--- config.mk ---
export PLATFORM = sky130hd
export DESIGN_NAME = tt2_timer
export DESIGN_NICKNAME = d
export VERILOG_FILES = /design/src/tt2_pkg.sv /design/src/tt2_timer.sv
export SDC_FILE = /design/constraint.sdc
export NUM_CORES = 1
export LEC_CHECK = 0
export BUFFER_PORTS_ARGS = -buffer_cell sky130_fd_sc_hd__clkbuf_2
export CAP_MARGIN = 20
export CORE_MARGIN = 5
export CORE_UTILIZATION = 25
export CTS_CLUSTER_DIAMETER = 100
export DETAILED_ROUTE_END_ITERATION = 16
export GPL_TIMING_DRIVEN = 0
export PLACE_DENSITY = 0.49
export SLEW_MARGIN = 40
export SYNTH_ARGS = -nofsm -noshare
export SYNTH_HDL_FRONTEND = slang
export SYNTH_SLANG_ARGS = --single-unit
--- constraint.sdc ---
create_clock -name ref_clk -period 6.1 [get_ports ref_clk]
set_input_delay 0.305 -clock ref_clk [delete_from_list [all_inputs] [get_ports ref_clk]]
set_output_delay 0.305 -clock ref_clk [all_outputs]
set_load 0.02 [all_outputs]
--- src/tt2_pkg.sv ---
// constants and carrier types of the second timer/counter block
// assumes an 8-bit register port on the ref_clk domain
`default_nettype none
package tt2_pkg;
	// register addresses on the special-function bus
	localparam logic [7:0] TT2_ADDR_CTRL = 8'hC8;
	localparam logic [7:0] TT2_ADDR_MODE = 8'hC9;
	localparam logic [7:0] TT2_ADDR_CAP_LOW = 8'hCA;
	localparam logic [7:0] TT2_ADDR_CAP_HIGH = 8'hCB;
	localparam logic [7:0] TT2_ADDR_COUNT_LOW = 8'hCC;
	localparam logic [7:0] TT2_ADDR_COUNT_HIGH = 8'hCD;
	localparam logic [7:0] TT2_ADDR_INT_STATUS = 8'hCE;
	localparam logic [7:0] TT2_ADDR_INT_MASK = 8'hCF;
	// reset values
	localparam logic [7:0] TT2_CTRL_RESET = 8'h00;
	localparam logic [7:0] TT2_BYTE_RESET = 8'h00;
	localparam logic [15:0] TT2_COUNT_RESET = 16'h0000;
	localparam logic [15:0] TT2_COUNT_MAX = 16'hFFFF;
	localparam logic [15:0] TT2_COUNT_STEP = 16'h0001;
	// field positions
	localparam int TT2_MODE_DOWN_COUNT_ENABLE_BIT = 0;
	localparam int TT2_INT_OVF_BIT = 0;
	localparam int TT2_INT_EXT_BIT = 1;
	localparam int TT2_INT_BITS = 2;
	// timing: oscillator periods per machine cycle and per state time
	localparam int TT2_OSC_PER_MC = 12;
	localparam int TT2_OSC_PER_STATE = 2;
	localparam logic [3:0] TT2_DIV_LAST = 4'(TT2_OSC_PER_MC - 1);
	localparam logic [3:0] TT2_DIV_STEP = 4'h1;
	localparam logic [3:0] TT2_DIV_ZERO = 4'h0;

	typedef struct packed {
		logic overflow_flag;
		logic external_event_flag;
		logic rx_clock_source_sel;
		logic tx_clock_source_sel;
		logic external_trigger_enable;
		logic run_control;
		logic function_select;
		logic capture_reload_select;
	} tt2_ctrl_t;

	typedef struct packed {
		logic [7:0] addr;
		logic [7:0] wdata;
		logic wr;
		logic rd;
	} tt2_bus_req_t;
endpackage : tt2_pkg
`default_nettype wire

--- src/tt2_timer.sv ---
// second 16-bit timer/counter: control, count, capture/reload, baud ticks
// assumes a one-cycle register port on ref_clk and asynchronous pins
`default_nettype none
module tt2_timer (
	input wire logic ref_clk, // 100 MHz oscillator clock
	input wire logic arst_n, // asynchronous reset, active low
	input wire tt2_pkg::tt2_bus_req_t bus_req, // register request
	output logic [7:0] rd_data, // read data, cycle after read strobe
	input wire logic external_count_pin, // external count input
	input wire logic external_trigger_pin, // capture/reload/direction pin
	input wire logic other_timer_ovf, // overflow pulse of the other timer
	output logic rx_baud_tick, // receive clock pulse to serial port
	output logic tx_baud_tick, // transmit clock pulse to serial port
	output logic irq // timer interrupt, level
);
	import tt2_pkg::*;

	tt2_ctrl_t ctrl_r, ctrl_nxt;
	logic down_count_enable_r;
	logic [15:0] count_r, count_nxt;
	logic [15:0] cap_r, cap_nxt;
	logic [TT2_INT_BITS-1:0] status_r, status_nxt, mask_r;
	logic [3:0] div_r;
	logic st_phase_r;
	logic cnt_meta_r, cnt_sync_r, cnt_smp_r, cnt_fall_r;
	logic trg_meta_r, trg_sync_r, trg_smp_r, trg_fall_r;
	logic [7:0] rd_data_r;
	logic rx_tick_r, tx_tick_r, irq_r;

	// address decode
	wire wr_ctrl = bus_req.wr && (bus_req.addr == TT2_ADDR_CTRL);
	wire wr_mode = bus_req.wr && (bus_req.addr == TT2_ADDR_MODE);
	wire wr_cap_lo = bus_req.wr && (bus_req.addr == TT2_ADDR_CAP_LOW);
	wire wr_cap_hi = bus_req.wr && (bus_req.addr == TT2_ADDR_CAP_HIGH);
	wire wr_cnt_lo = bus_req.wr && (bus_req.addr == TT2_ADDR_COUNT_LOW);
	wire wr_cnt_hi = bus_req.wr && (bus_req.addr == TT2_ADDR_COUNT_HIGH);
	wire wr_mask = bus_req.wr && (bus_req.addr == TT2_ADDR_INT_MASK);
	wire rd_status = bus_req.rd && (bus_req.addr == TT2_ADDR_INT_STATUS);
	wire wr_count = wr_cnt_lo || wr_cnt_hi;

	// clock dividers: machine cycle and state time enables
	wire mc_tick = (div_r == TT2_DIV_LAST);
	wire st_tick = st_phase_r;
	always_ff @(posedge ref_clk or negedge arst_n) begin
		if (!arst_n) begin
			div_r <= TT2_DIV_ZERO;
			st_phase_r <= 1'b0;
		end else begin
			div_r <= mc_tick ? TT2_DIV_ZERO : div_r + TT2_DIV_STEP;
			st_phase_r <= ~st_phase_r;
		end
	end

	// pin synchronisers
	always_ff @(posedge ref_clk or negedge arst_n) begin
		if (!arst_n) begin
			cnt_meta_r <= 1'b0;
			cnt_sync_r <= 1'b0;
			trg_meta_r <= 1'b0;
			trg_sync_r <= 1'b0;
		end else begin
			cnt_meta_r <= external_count_pin;
			cnt_sync_r <= cnt_meta_r;
			trg_meta_r <= external_trigger_pin;
			trg_sync_r <= trg_meta_r;
		end
	end

	always_ff @(posedge ref_clk or negedge arst_n) begin
		if (!arst_n) begin
			cnt_smp_r <= 1'b0;
			cnt_fall_r <= 1'b0;
			trg_smp_r <= 1'b0;
			trg_fall_r <= 1'b0;
		end else begin
			cnt_fall_r <= mc_tick && cnt_smp_r && !cnt_sync_r;
			trg_fall_r <= mc_tick && trg_smp_r && !trg_sync_r;
			if (mc_tick) begin
				cnt_smp_r <= cnt_sync_r;
				trg_smp_r <= trg_sync_r;
			end
		end
	end

	// mode decode
	wire baud_mode = ctrl_r.rx_clock_source_sel || ctrl_r.tx_clock_source_sel;
	wire capture_mode = ctrl_r.capture_reload_select && !baud_mode;
	wire reload_mode = !ctrl_r.capture_reload_select && !baud_mode;
	wire count_down = reload_mode && down_count_enable_r && !trg_smp_r;
	wire updown_mode = reload_mode && down_count_enable_r;

	wire int_tick = baud_mode ? st_tick : mc_tick;
	wire src_tick = ctrl_r.function_select ? cnt_fall_r : int_tick;
	wire step = ctrl_r.run_control && src_tick;

	wire ovf_up = step && !count_down && (count_r == TT2_COUNT_MAX);
	wire uflow = step && count_down && (count_r == cap_r);
	wire trig_evt = trg_fall_r && ctrl_r.external_trigger_enable;
	wire cap_evt = trig_evt && capture_mode;
	// reload on trigger edge, not in up/down mode
	wire ext_reload = trig_evt && reload_mode && !down_count_enable_r;
	wire ext_evt = cap_evt || ext_reload || (trig_evt && baud_mode);
	wire ovf_flag_set = (ovf_up || uflow) && !baud_mode;
	wire ovf_reload = ovf_up && !capture_mode;

	// count next value, software write first
	always_comb begin
		count_nxt = count_r;
		if (wr_count) begin
			if (wr_cnt_lo) begin
				count_nxt[7:0] = bus_req.wdata;
			end else begin
				count_nxt[15:8] = bus_req.wdata;
			end
		end else if (ext_reload || ovf_reload) begin
			count_nxt = cap_r;
		end else if (uflow) begin
			count_nxt = TT2_COUNT_MAX;
		end else if (step) begin
			count_nxt = count_down ? count_r - TT2_COUNT_STEP : count_r + TT2_COUNT_STEP;
		end
	end

	always_comb begin
		cap_nxt = cap_r;
		if (cap_evt) begin
			cap_nxt = count_r;
		end else if (wr_cap_lo) begin
			cap_nxt[7:0] = bus_req.wdata;
		end else if (wr_cap_hi) begin
			cap_nxt[15:8] = bus_req.wdata;
		end
	end

	// control next value; hardware set wins over software clear
	always_comb begin
		ctrl_nxt = ctrl_r;
		if (wr_ctrl) begin
			ctrl_nxt = tt2_ctrl_t'(bus_req.wdata);
		end
		ctrl_nxt.overflow_flag = ctrl_nxt.overflow_flag || ovf_flag_set;
		ctrl_nxt.external_event_flag = ctrl_nxt.external_event_flag || ext_evt;
	end

	// external event interrupt blocked in up/down mode
	wire [TT2_INT_BITS-1:0] int_set = {ext_evt && !updown_mode, ovf_flag_set};
	assign status_nxt = (rd_status ? {TT2_INT_BITS{1'b0}} : status_r) | int_set;

	always_ff @(posedge ref_clk or negedge arst_n) begin
		if (!arst_n) begin
			ctrl_r <= tt2_ctrl_t'(TT2_CTRL_RESET);
			down_count_enable_r <= 1'b0;
			count_r <= TT2_COUNT_RESET;
			cap_r <= TT2_COUNT_RESET;
			status_r <= '0;
			mask_r <= '0;
		end else begin
			ctrl_r <= ctrl_nxt;
			count_r <= count_nxt;
			cap_r <= cap_nxt;
			status_r <= status_nxt;
			if (wr_mode) begin
				down_count_enable_r <= bus_req.wdata[TT2_MODE_DOWN_COUNT_ENABLE_BIT];
			end
			if (wr_mask) begin
				mask_r <= bus_req.wdata[TT2_INT_BITS-1:0];
			end
		end
	end

	// read selection, unmapped addresses read zero
	logic [7:0] rd_mux;
	always_comb begin
		rd_mux = TT2_BYTE_RESET;
		unique case (bus_req.addr)
			TT2_ADDR_CTRL: rd_mux = ctrl_r;
			TT2_ADDR_MODE: rd_mux = {7'h00, down_count_enable_r};
			TT2_ADDR_CAP_LOW: rd_mux = cap_r[7:0];
			TT2_ADDR_CAP_HIGH: rd_mux = cap_r[15:8];
			TT2_ADDR_COUNT_LOW: rd_mux = count_r[7:0];
			TT2_ADDR_COUNT_HIGH: rd_mux = count_r[15:8];
			TT2_ADDR_INT_STATUS: rd_mux = {6'h00, status_r};
			TT2_ADDR_INT_MASK: rd_mux = {6'h00, mask_r};
			default: rd_mux = TT2_BYTE_RESET;
		endcase
	end

	wire rx_src = ctrl_r.rx_clock_source_sel ? ovf_up : other_timer_ovf;
	wire tx_src = ctrl_r.tx_clock_source_sel ? ovf_up : other_timer_ovf;

	always_ff @(posedge ref_clk or negedge arst_n) begin
		if (!arst_n) begin
			rd_data_r <= TT2_BYTE_RESET;
			rx_tick_r <= 1'b0;
			tx_tick_r <= 1'b0;
			irq_r <= 1'b0;
		end else begin
			rd_data_r <= bus_req.rd ? rd_mux : TT2_BYTE_RESET;
			rx_tick_r <= rx_src;
			tx_tick_r <= tx_src;
			irq_r <= |(status_nxt & mask_r);
		end
	end

	assign rd_data = rd_data_r;
	assign rx_baud_tick = rx_tick_r;
	assign tx_baud_tick = tx_tick_r;
	assign irq = irq_r;
endmodule : tt2_timer
`default_nettype wire

Word-level counts from Yosys, hierarchy flattened
Index checks and enable logic that the tools add are counted.
Cells by class
  reductions and logical operators: 53
  $add $sub $neg: 3
  eq/ne operators: 14
  bitwise operators: 3
  muxes and demuxes: 20
Operators by type and width (count)
  $mux 16: 6
  $eq 8x8->1 const B: 8
  $pmux 8 s8: 1
  $mux 8: 7
  $logic_and 1x1->1: 29
  $add 16x1->16 const B: 1
  $eq 16x16->1: 1
  $eq 16x16->1 const B: 1
  $sub 16x1->16 const B: 1
  $logic_not 1->1: 9
  $logic_or 1x1->1: 8
  $reduce_and 2->1: 3
  $add 4x1->4 const B: 1
  $eq 4x4->1 const B: 1
  $mux 1: 4
  $mux 4: 1
  $ne 2x2->1 const B: 2
  $reduce_bool 2->1: 2
  $reduce_bool 4->1: 1
  $and 2x2->2: 1
  $mux 2: 1
  $ne 2x1->1 const B: 1
  $or 2x2->2: 1
  $reduce_or 2->1: 1
  $not 1->1: 1
Word-level totals
  output and inout port bits: 11
  word-level logic and storage cells: 122
  flip-flop bits (word level): 69
  input port bits: 23

Logic depth before layout (Yosys ltp)
Gate-level depths: netlist (run 1).
  depth after elaboration: 13
  depth in mapped cells: 11
  mapped depth without buffers: 10

Least setup slack after synthesis (run 1)
No wires, ideal clock.
  kind: register to register
  from: register ctrl_r[4] (netlist bit)
  to: register count_r[12]
  stages on the path, launching flop included: 12
  data arrival time: 2.969 ns
  buffers on the path: 1
  setup slack: 2.986 ns
  cells stage by stage: dfrtp_1 -> or4b_4 -> or2_4 -> clkbuf_1 -> xnor2_1 -> ha_1 -> or3_1 -> or2_2 -> o22ai_1 -> nand3_1 -> o21ai_0 -> a32oi_1
On the way
  longest elaborated chain between the ends: 12
  elaborated cells between the ends (all ways): 26
Ends and longest elaborated chain
  start: declaration: line tt2_timer.sv:18  | tt2_ctrl_t ctrl_r, ctrl_nxt;
  start signal: assignment: line tt2_timer.sv:151  | ctrl_r <= tt2_ctrl_t'(TT2_CTRL_RESET);
  start signal: assignment: line tt2_timer.sv:158  | ctrl_r <= ctrl_nxt;
  $logic_or 1x1->1 (*): line tt2_timer.sv:86  | wire baud_mode = ctrl_r.rx_clock_source_sel || ctrl_r.tx_clock_source_sel;
  $logic_not 1->1: line tt2_timer.sv:87, tt2_timer.sv:88
  $logic_and 1x1->1: line tt2_timer.sv:88  | wire reload_mode = !ctrl_r.capture_reload_select && !baud_mode;
  $logic_and 1x1->1 (2 in series): line tt2_timer.sv:89  | wire count_down = reload_mode && down_count_enable_r && !trg_smp_r;
  $logic_not 1->1: line tt2_timer.sv:96  | wire ovf_up = step && !count_down && (count_r == TT2_COUNT_MAX);
  $logic_and 1x1->1 (2 in series): line tt2_timer.sv:96
  $logic_and 1x1->1: line tt2_timer.sv:104  | wire ovf_reload = ovf_up && !capture_mode;
  $logic_or 1x1->1: line tt2_timer.sv:115  | end else if (ext_reload || ovf_reload) begin
  $reduce_bool 4->1 (no source line) or $mux 16 (tied branches)
  $reduce_and 2->1 (no source line) or $mux 16 (tied branches)
  end signal: assignment: line tt2_timer.sv:159  | count_r <= count_nxt;
  end: declaration: line tt2_timer.sv:20  | logic [15:0] count_r, count_nxt;
Every way passes the cells marked *; elsewhere a longest branch is shown, timed or not. The select of a mux whose other input is x is not followed.
A chain may end at the register's enable or synchronous reset.

Worst setup path in the final report (run 1)
Same ends and word-level chain as after synthesis.

==> results of run 1 <==
-- cells by family (layout without fill, tap and decap cells) --
family,count (synthesis),in the layout
AOI/OAI and AO/OA,120,120
xor gates and xnor gates,23,23
adders and majority gates,2,2
buffers and inverters,41,90
DFF,69,69
muxes,32,32
and+or+nand+nor,203,203
-- metrics by stage --
step | power (mW) | hold slack (ns) | cells | cell area [um^2]
floorplan | 0.6476 | 0.009409 | 490 | 4294
global placement | 0.7264 | 0.3320 | 746 | 4731
detailed placement | 0.7316 | 0.2271 | 747 | 4778
CTS | 1.216 | 0.05775 | 764 | 5057
global route | 1.262 | 0.05850 | 764 | 5057
finish | 1.209 | 0.06620 | 764 | 5057
-- synthesized netlist by cell type (3+ instances only) --
| cell type | number |
|---|---|
| a2111oi_0 | 3 |
| a222oi_1 | 5 |
| a32oi_1 | 3 |
| and4_1 | 3 |
| a21oi_1 | 32 |
| or3_1 | 6 |
| nand2_1 | 58 |
| o221a_2 | 3 |
| o22ai_1 | 3 |
| nor2_1 | 45 |
| xnor2_1 | 7 |
| o21ai_0 | 22 |
| or4_1 | 4 |
| nand4b_1 | 4 |
| dfrtp_1 | 69 |
| clkbuf_1 | 29 |
| nor3_1 | 10 |
| nor3b_1 | 5 |
| mux2_2 | 11 |
| mux2i_1 | 21 |
| nand2b_1 | 3 |
| xor2_1 | 16 |
| a22oi_1 | 8 |
| buf_2 | 3 |
| inv_1 | 8 |
| nand3_1 | 24 |
| nand4_1 | 7 |
| a31oi_1 | 11 |
| nor2b_1 | 3 |
| and3_1 | 7 |
| o211ai_1 | 8 |
| a2bb2oi_1 | 3 |
| nor4_1 | 11 |
-- registers in the layout (all words and copies together) (netlist names), 2 cells and up --
name      count
cap_r        16
count_r      16
ctrl_r        8
div_r         4
mask_r        2
rd_data       8
status_r      2
-- report_power, final --
| group | switching, mW | internal, mW |
|---|---|---|
| combinational | 0.145 | 0.0797 |
| clock | 0.207 | 0.274 |
| sequential | 0.0207 | 0.483 |
| total | 0.372 | 0.837 |
-- cell type report --
cell class | instances | area share (%)
Timing Repair Buffer | 33 | 3.835
Clock inverter | 6 | 0.7917
Clock buffer | 10 | 4.527
Buffer | 33 | 2.523
Tap cell | 225 | 5.567
Inverter | 8 | 0.5938
Sequential cell | 69 | 34.14
Multi-Input combinational cell | 380 | 48.02
-- placed cells by master (no fill, tap or decap), types with 4 or more instances in the layout --
cell       netlist  layout
nand4_1          7       7
nand2_1         58      58
xnor2_1          7       7
xor2_1          16      16
nor3_1          10       9
dfrtp_1         69      69
mux2i_1         21      21
and3_1           7       7
clkbuf_16        0       9
nand3_1         24      24
nor4_1          11      11
or4_1            4       4
clkbuf_2         0      30
a222oi_1         5       5
or3_1            6       6
nand4b_1         4       4
nor3b_1          5       4
o211ai_1         8       8
inv_1            8       8
clkbuf_1        29      30
a31oi_1         11      11
nor2_1          45      45
a22oi_1          8       8
mux2_2          11      11
o21ai_0         22      22
a21oi_1         32      32
-- worst max-delay path, cell delays in order (launching register included) --
cell and delay (ns):
dfrtp_1 0.50, or4b_4 0.63, or2_4 0.27, clkbuf_1 0.24, xnor2_1 0.19, ha_1 0.30, or3_1 0.46, or2_2 0.34
o22ai_1 0.24, nand3_1 0.10, o21ai_0 0.12, a32oi_1 0.13
-- layer usage --
metal	global-route usage, %	vias to the layer above
li1	-	1912
met1	23.08	2074
met2	25.23	197
met3	2.782	27
met4	5.813	0
met5	0	-
-- worst min-delay path by stage --
| stage | cells past startpoint | to | slack [ns] |
|---|---|---|---|
| CTS | 1 | trg_meta_r | 0.06 |
| finish | 1 | trg_meta_r | 0.07 |
| detailed placement | 1 | tx_baud_tick | 0.23 |
| floorplan | 0 | cap_r[0] | 0.009 |
| global placement | 0 | cnt_sync_r | 0.33 |
| global route | 1 | trg_meta_r | 0.06 |
==> reports/results.ini, run 1 <==
[outcome]
status=finished, final reports clean

[yosys]
synth.top_cell.area_share_pct=40.21
yosys_register_bits=69
seq_area_frac_synth_pct=40.21
muxShareOfSynthArea_pct=7.780
syn-cell-area_um2=4294
synth.distinct_cells=59
synth_cells=490
syn_nets=515
synth_top_family_by_area=simple AND/OR/NAND/NOR gates
synth_edf_count=0
ys.flop_type=dfrtp_1
synth_area_leaders=dfrtp_1, nand2_1, mux2i_1
avgSynthCellArea_um2=8.764
synth-simple-area-share_pct=24.36
async_flop_share_pct=100.0
yosys.area.top_type=dfrtp_1
synth_adder_area_share_pct=0.5828
post_synth_xor_area_fraction_pct=4.691
synth_warnings=0
synth_compound_area_share_pct=18.71

[drt]
wl_met1_mm=7.321
viasPerCell=5.510
drc=0
routed_wl_mm=16.41
routed.top_layer=met4
ant_nets=0
routedWlPerCell_um=21.48
num_vias=4210
wl_met2_mm=7.382
first_pass_iters=7
dr_wl_met3_mm=1.309
drtIter0Drc=469

[cts]
clkSinkCount=69
postCtsSetupBuffers=0
ctsHoldBuffers=1
clk_latency_ns=0.34
cts-root-buf=clkbuf_16
clkSlewWorstSetupHoldPaths_ns=0.06
cts-resized-gates=0
cts_buffer_depth=2
h-tree-depth=3
cts_buffers=9
cts_tree=built

[power]
powerDensity_nw_per_um2=239.1
vdd_drop_max_mv=0.1356
p_leak_nw=2.046

[setup_path]
required_ns=6.28
cp-end-kind=register
critPathLaunchType=register
rr_worst_depth=11
arrival_ns=3.87
critical_path.max_fanout=10
r2r_setup_slack_ns=2.41
worstSetupStartpoint=ctrl_r[4]
r2r-start=ctrl_r[4]
r2r-end=count_r[12]
crit_end=count_r[12]
critical_path_class=register to register

[timing]
setup_ws_ns=2.414
finalCriticalPeriod_ns=3.686
rsz0062_at_grt=no
fin_skew_ns=0.008710
final.period_utilization_pct=60.42
hold_viol_final=0
setup_violations=0
drv_slew=0
tightestPinTransition_ns=0.8531
relSlewSlack_pct=43.12
fmax_mhz=271.3
fin_tns_setup_ns=0

[cells_and_area]
multiInputGateArea_um2=2429
nets=559
fin_util_pct=29.65
layout-drive-gt1-share_pct=14.10
seq_area_um2=1727
diodes=0
area_growth_pct=17.77
nFillCells=1843

[floorplanning]
die_h_um=141.1
core_um2=17060
initial_core_util_pct=25.18
die_w_um=141.1
die_area_um2=19900
rows=48
io_pins=34

[placement]
place_ws_ns=2.503
gp_congestion=0.9666
detailed_place_hpwl_mm=12.31
place.port_buffers=31

[hold_path]
hp-start=external_trigger_pin
min_path_type=input pin to register

[grt]
grt_pass1_wl_mm=24.65
grtUsageTotal_pct=16.36
gr-total-overflow=0
grt_pass1_vias=4096
grt_max_degree=41
antenna_found_initial=0

[job]
maxCapViolations=0

No activity file was read; power rests on OpenSTA's default activity.
==> run 2: changes to the inputs <==
- clock period: 6.1 -> 3.5 ns (I/O delays scaled with it)
==> reports/results.ini, run 2 (synthesis gave the netlist of run 1 again) <==
[setup_path]
rr_worst_depth=10  ; -1
critical_path_class=register to register
r2r-start=ctrl_r[4]
critPathLaunchType=register
cp-end-kind=register
arrival_ns=3.59  ; -0.28 ns
crit_end=count_r[12]
r2r_setup_slack_ns=0.09  ; -2.32 ns
worstSetupStartpoint=ctrl_r[4]
required_ns=3.68  ; -2.60 ns
r2r-end=count_r[12]
critical_path.max_fanout=13  ; +3

[grt]
antenna_found_initial=0  ; unchanged
grt_pass1_wl_mm=24.58  ; -0.28%
grtUsageTotal_pct=16.33  ; -0.028 points
grt_max_degree=41  ; unchanged
grt_pass1_vias=4073  ; -0.56%
gr-total-overflow=0  ; unchanged

[floorplanning]
io_pins=34  ; unchanged
initial_core_util_pct=25.18  ; unchanged
core_um2=17060  ; unchanged
die_w_um=141.1  ; unchanged
die_area_um2=19900  ; unchanged
rows=48  ; unchanged
die_h_um=141.1  ; unchanged

[cells_and_area]
nFillCells=1843  ; unchanged
final_cell_area_um2=5076  ; +0.37%
reg_top3=cap_r (16), count_r (16)
layout-drive-gt1-share_pct=14.44  ; +0.34 points
nets=560  ; +0.18%
multiInputGateArea_um2=2429  ; unchanged
diodes=0  ; unchanged
seq_area_um2=1729  ; +0.14%
area_growth_pct=18.21
mostFrequentLayoutCells=dfrtp_1, nand2_1, nor2_1
final_common_cell=dfrtp_1
fin_util_pct=29.76  ; +0.11 points

[drt]
routed_wl_mm=16.37  ; -0.22%
first_pass_iters=5  ; -2
wl_met1_mm=7.384  ; +0.86%
dr_wl_met3_mm=1.239  ; -5.3%
drtIter0Drc=405  ; -14%
viasPerCell=5.531  ; +0.37%
drc=0  ; unchanged
routedWlPerCell_um=21.40  ; -0.35%
routed.top_layer=met4
num_vias=4231  ; +0.50%
ant_nets=0  ; unchanged
wl_met2_mm=7.318  ; -0.87%

[placement]
place_ws_ns=-0.09702  ; -2.600 ns
gp_congestion=0.9666  ; unchanged
place.port_buffers=31  ; unchanged
detailed_place_hpwl_mm=12.31  ; unchanged
dpl_cell_area_um2=4778  ; unchanged

[timing]
finalCriticalPeriod_ns=3.408  ; -0.2775 ns
relSlewSlack_pct=43.95  ; +0.83 points
fin_skew_ns=0.009510  ; +0.0007995 ns
tightestPinTransition_ns=0.8407  ; -0.01243 ns
rsz0062_at_grt=no
hold_viol_final=0  ; unchanged
setup_violations=0  ; unchanged
fmax_mhz=293.4  ; +8.1%
setup_ws_ns=0.09191  ; -2.322 ns
drv_slew=0  ; unchanged
final.period_utilization_pct=97.37  ; +37 points

[outcome]
status=finished, final reports clean

[cts]
h-tree-depth=3  ; unchanged
clkSlewWorstSetupHoldPaths_ns=0.06  ; about the same
cts_buffers=9  ; unchanged
cts_buffer_depth=2  ; unchanged
clk_latency_ns=0.34  ; about the same
cts-root-buf=clkbuf_16
clkSinkCount=69  ; unchanged
cts_tree=built

[power]
vdd_drop_max_mv=0.2382  ; +76%
powerDensity_nw_per_um2=416.7  ; +74%
total_power_mw=2.115  ; +75%
p_leak_nw=2.050  ; +0.19%

[hold_path]
min_path_type=input pin to register

[job]
maxCapViolations=0  ; unchanged

-- run 2: area by class of cell --
class | count | share of cell area (%)
Buffer | 32 | 2.440
Clock buffer | 10 | 4.511
Clock inverter | 6 | 0.7888
Inverter | 8 | 0.5916
Multi-Input combinational cell | 380 | 47.84
Sequential cell | 69 | 34.06
Tap cell | 225 | 5.546
Timing Repair Buffer | 35 | 4.215
-- run 2: metal layers --
metal,GRT usage (%),vias up
met4,5.813,0
met5,0,-
met2,25.11,200
met1,23.10,2086
li1,-,1918
met3,2.782,27
-- run 2: timing repair --
action / in CTS / in global routing
buffers inserted: 0 / 0
endpoints found under the hold margin: 31 / 0
hold buffers: 3 / 0
setup endpoints to repair: 3 / 1
resized for setup: 1 / 1
-- run 2: worst min-delay path by stage --
| stage | start | endpoint | slack [ns] | cells past startpoint |
|---|---|---|---|---|
| after global placement | external_count_pin | cnt_meta_r | 0.28 | 1 |
| after detailed placement | arst_n | tx_baud_tick | 0.1 | 1 |
| after floorplan | arst_n | cap_r[0] | -0.12 | 0 |
| after CTS | other_timer_ovf | rx_baud_tick | 0.09 | 2 |
| final | other_timer_ovf | rx_baud_tick | 0.09 | 2 |
| after global routing | other_timer_ovf | rx_baud_tick | 0.09 | 2 |
-- run 2: worst max-delay path: stages, from the launching register on --
cell and delay (ns):
dfrtp_2 0.48, or4b_4 0.60, or2_4 0.32, xnor2_1 0.15, ha_1 0.30, or3_1 0.46
or2_2 0.34, o22ai_1 0.24, nand3_1 0.10, o21ai_0 0.12, a32oi_1 0.13
-- run 2: stage by stage --
stage          cells  hold WS (ns)  setup TNS (ns)
4_1_cts          765       0.08999               0
3_5_place_dp     747       0.09714         -0.1419
5_1_grt          765       0.09083               0
6_report         765       0.09484               0
3_3_place_gp     746        0.2826         -0.2195
2_1_floorplan    490       -0.1206               0
-- run 2: report_power, final --
| part | leakage, nW | switching [mW] | internal [mW] |
|---|---|---|---|
| combinational | 1.09 | 0.255 | 0.140 |
| clock | 0.132 | 0.365 | 0.478 |
| sequential | 0.828 | 0.0363 | 0.841 |
==> run 3: changes to the inputs <==
- GPL_TIMING_DRIVEN: 0 -> not set
- clock period: 3.5 -> 3.95 ns (I/O delays scaled with it)
==> reports/results.ini, run 3 (synthesis gave the netlist of run 1 again) <==
[placement]
gp_congestion=0.9594  ; -0.74%
place.port_buffers=33  ; +6.5%
detailed_place_hpwl_mm=11.03  ; -10%
dp.cells=724  ; -3.1%

[job]
maxCapViolations=0  ; unchanged

[outcome]
status=finished, final reports clean

[power]
total_power_mw=1.993  ; -5.8%
p_leak_nw=2.075  ; +1.2%
powerDensity_nw_per_um2=394.4  ; -5.4%
vdd_drop_max_mv=0.2554  ; +7.2%

[cells_and_area]
seq_area_um2=1727  ; -0.14%
multiInputGateArea_um2=2421  ; -0.31%
diodes=0  ; unchanged
nFillCells=1833  ; -0.54%
reg_top3=cap_r (16), count_r (16)
fin_cells=743  ; -2.9%
area_growth_pct=17.72
final_common_cell=dfrtp_1
nets=538  ; -3.9%
mostFrequentLayoutCells=dfrtp_1, nand2_1, nor2_1
layout-drive-gt1-share_pct=16.02  ; +1.6 points

[drt]
drtIter0Drc=421  ; +4.0%
num_vias=4067  ; -3.9%
routed_wl_mm=15.40  ; -5.9%
viasPerCell=5.474  ; -1.0%
first_pass_iters=8  ; +3
routedWlPerCell_um=20.73  ; -3.1%
ant_nets=0  ; unchanged
drc=0  ; unchanged

[grt]
antenna_found_initial=0  ; unchanged
grtUsageTotal_pct=15.95  ; -0.39 points
grt_pass1_vias=4000  ; -1.8%
grt_max_degree=70  ; +71%
grt_pass1_wl_mm=24.10  ; -2.0%
gr-total-overflow=0  ; unchanged

[setup_path]
path_cells=or4b_4 > or2_4 > xnor2_1 > ha_1 > or3_1 > or2_2 > o22ai_1 > nand3_1 > o21ai_0 > a32oi_1
critical_path_class=register to register
critical_path.max_fanout=13  ; unchanged
crit_family=simple AND/OR/NAND/NOR gates
arrival_ns=3.43  ; -0.16 ns
cp_slowest_cell=or4b_4
slowest_delay_ns=0.61  ; about the same
required_ns=4.17  ; +0.49 ns
critPathLaunchType=register
crit_buf_inv=0  ; unchanged
cp-end-kind=register

[cts]
cts-root-buf=clkbuf_16
clkSinkCount=69  ; unchanged
clkSlewWorstSetupHoldPaths_ns=0.06  ; about the same
cts-resized-gates=0  ; -1
ctsHoldBuffers=3  ; unchanged
h-tree-depth=3  ; unchanged
cts_buffer_depth=2  ; unchanged
cts_tree=built
cts_buffers=9  ; unchanged
postCtsSetupBuffers=0  ; unchanged
clk_latency_ns=0.34  ; about the same

[timing]
rsz0062_at_grt=no
final.period_utilization_pct=81.35  ; -16 points
hold_ws_ns=0.1345  ; +0.03963 ns
drv_slew=0  ; unchanged
fmax_mhz=311.2  ; +6.1%
relSlewSlack_pct=45.44  ; +1.5 points
fin_skew_ns=0.008153  ; -0.001357 ns
setup_violations=0  ; unchanged
tightestPinTransition_ns=0.8098  ; -0.03091 ns
finalCriticalPeriod_ns=3.213  ; -0.1949 ns
fin_tns_setup_ns=0  ; unchanged
hold_viol_final=0  ; unchanged

[floorplanning]
core_um2=17060  ; unchanged
initial_core_util_pct=25.18  ; unchanged
die_area_um2=19900  ; unchanged
rows=48  ; unchanged
die_h_um=141.1  ; unchanged
die_w_um=141.1  ; unchanged
io_pins=34  ; unchanged

[hold_path]
min_path_type=input pin to register

[run 3: worst paths after layout]
check	slack [ns]	start	end	cells past startpoint
min in group asynchronous	0.45	arst_n	count_r[5]	2
worst min-delay path	0.13	other_timer_ovf	tx_baud_tick	2
worst max register to register	0.74	ctrl_r[4]	count_r[12]	10
worst max-delay path	0.74	ctrl_r[4]	count_r[12]	10
worst min register to register	0.35	cnt_meta_r	cnt_sync_r	0
max in group asynchronous	3.05	arst_n	ctrl_r[3]	2
[run 3: report_power, final]
part / leakage [nW] / internal, mW / switching, mW
Combinational: 1.08 / 0.119 / 0.164
Clock: 0.163 / 0.585 / 0.297
Sequential: 0.831 / 0.745 / 0.0840
Total: 2.07 / 1.45 / 0.545
[run 3: per-stage QoR]
stage	setup slack, ns	area [um^2]	utilization (%)
floorplan	0.8360	4294	-
global placement	0.8108	4683	27.46
detailed placement	0.7712	4698	27.55
CTS	0.7600	5055	29.64
global route	0.5243	5055	29.64
finish	0.7368	5055	29.64
[run 3: final cells by class]
cell class | count | area share, %
multi-input cells | 380 | 47.90
flip-flops and latches | 69 | 34.16
well taps | 225 | 5.569
repair buffers | 45 | 5.322
clock buffers | 12 | 5.074
clock inverters | 4 | 1.386
inverters | 8 | 0.5941
[run 3: routing by layer]
layer  global-route usage, %  vias up  share of wire, %
met3                   3.324       41               7.9
met5                       0        -                 0
met4                   8.057        0               4.0
met2                   23.78      202                44
met1                   21.81     1956                44
li1                        -     1868                 -
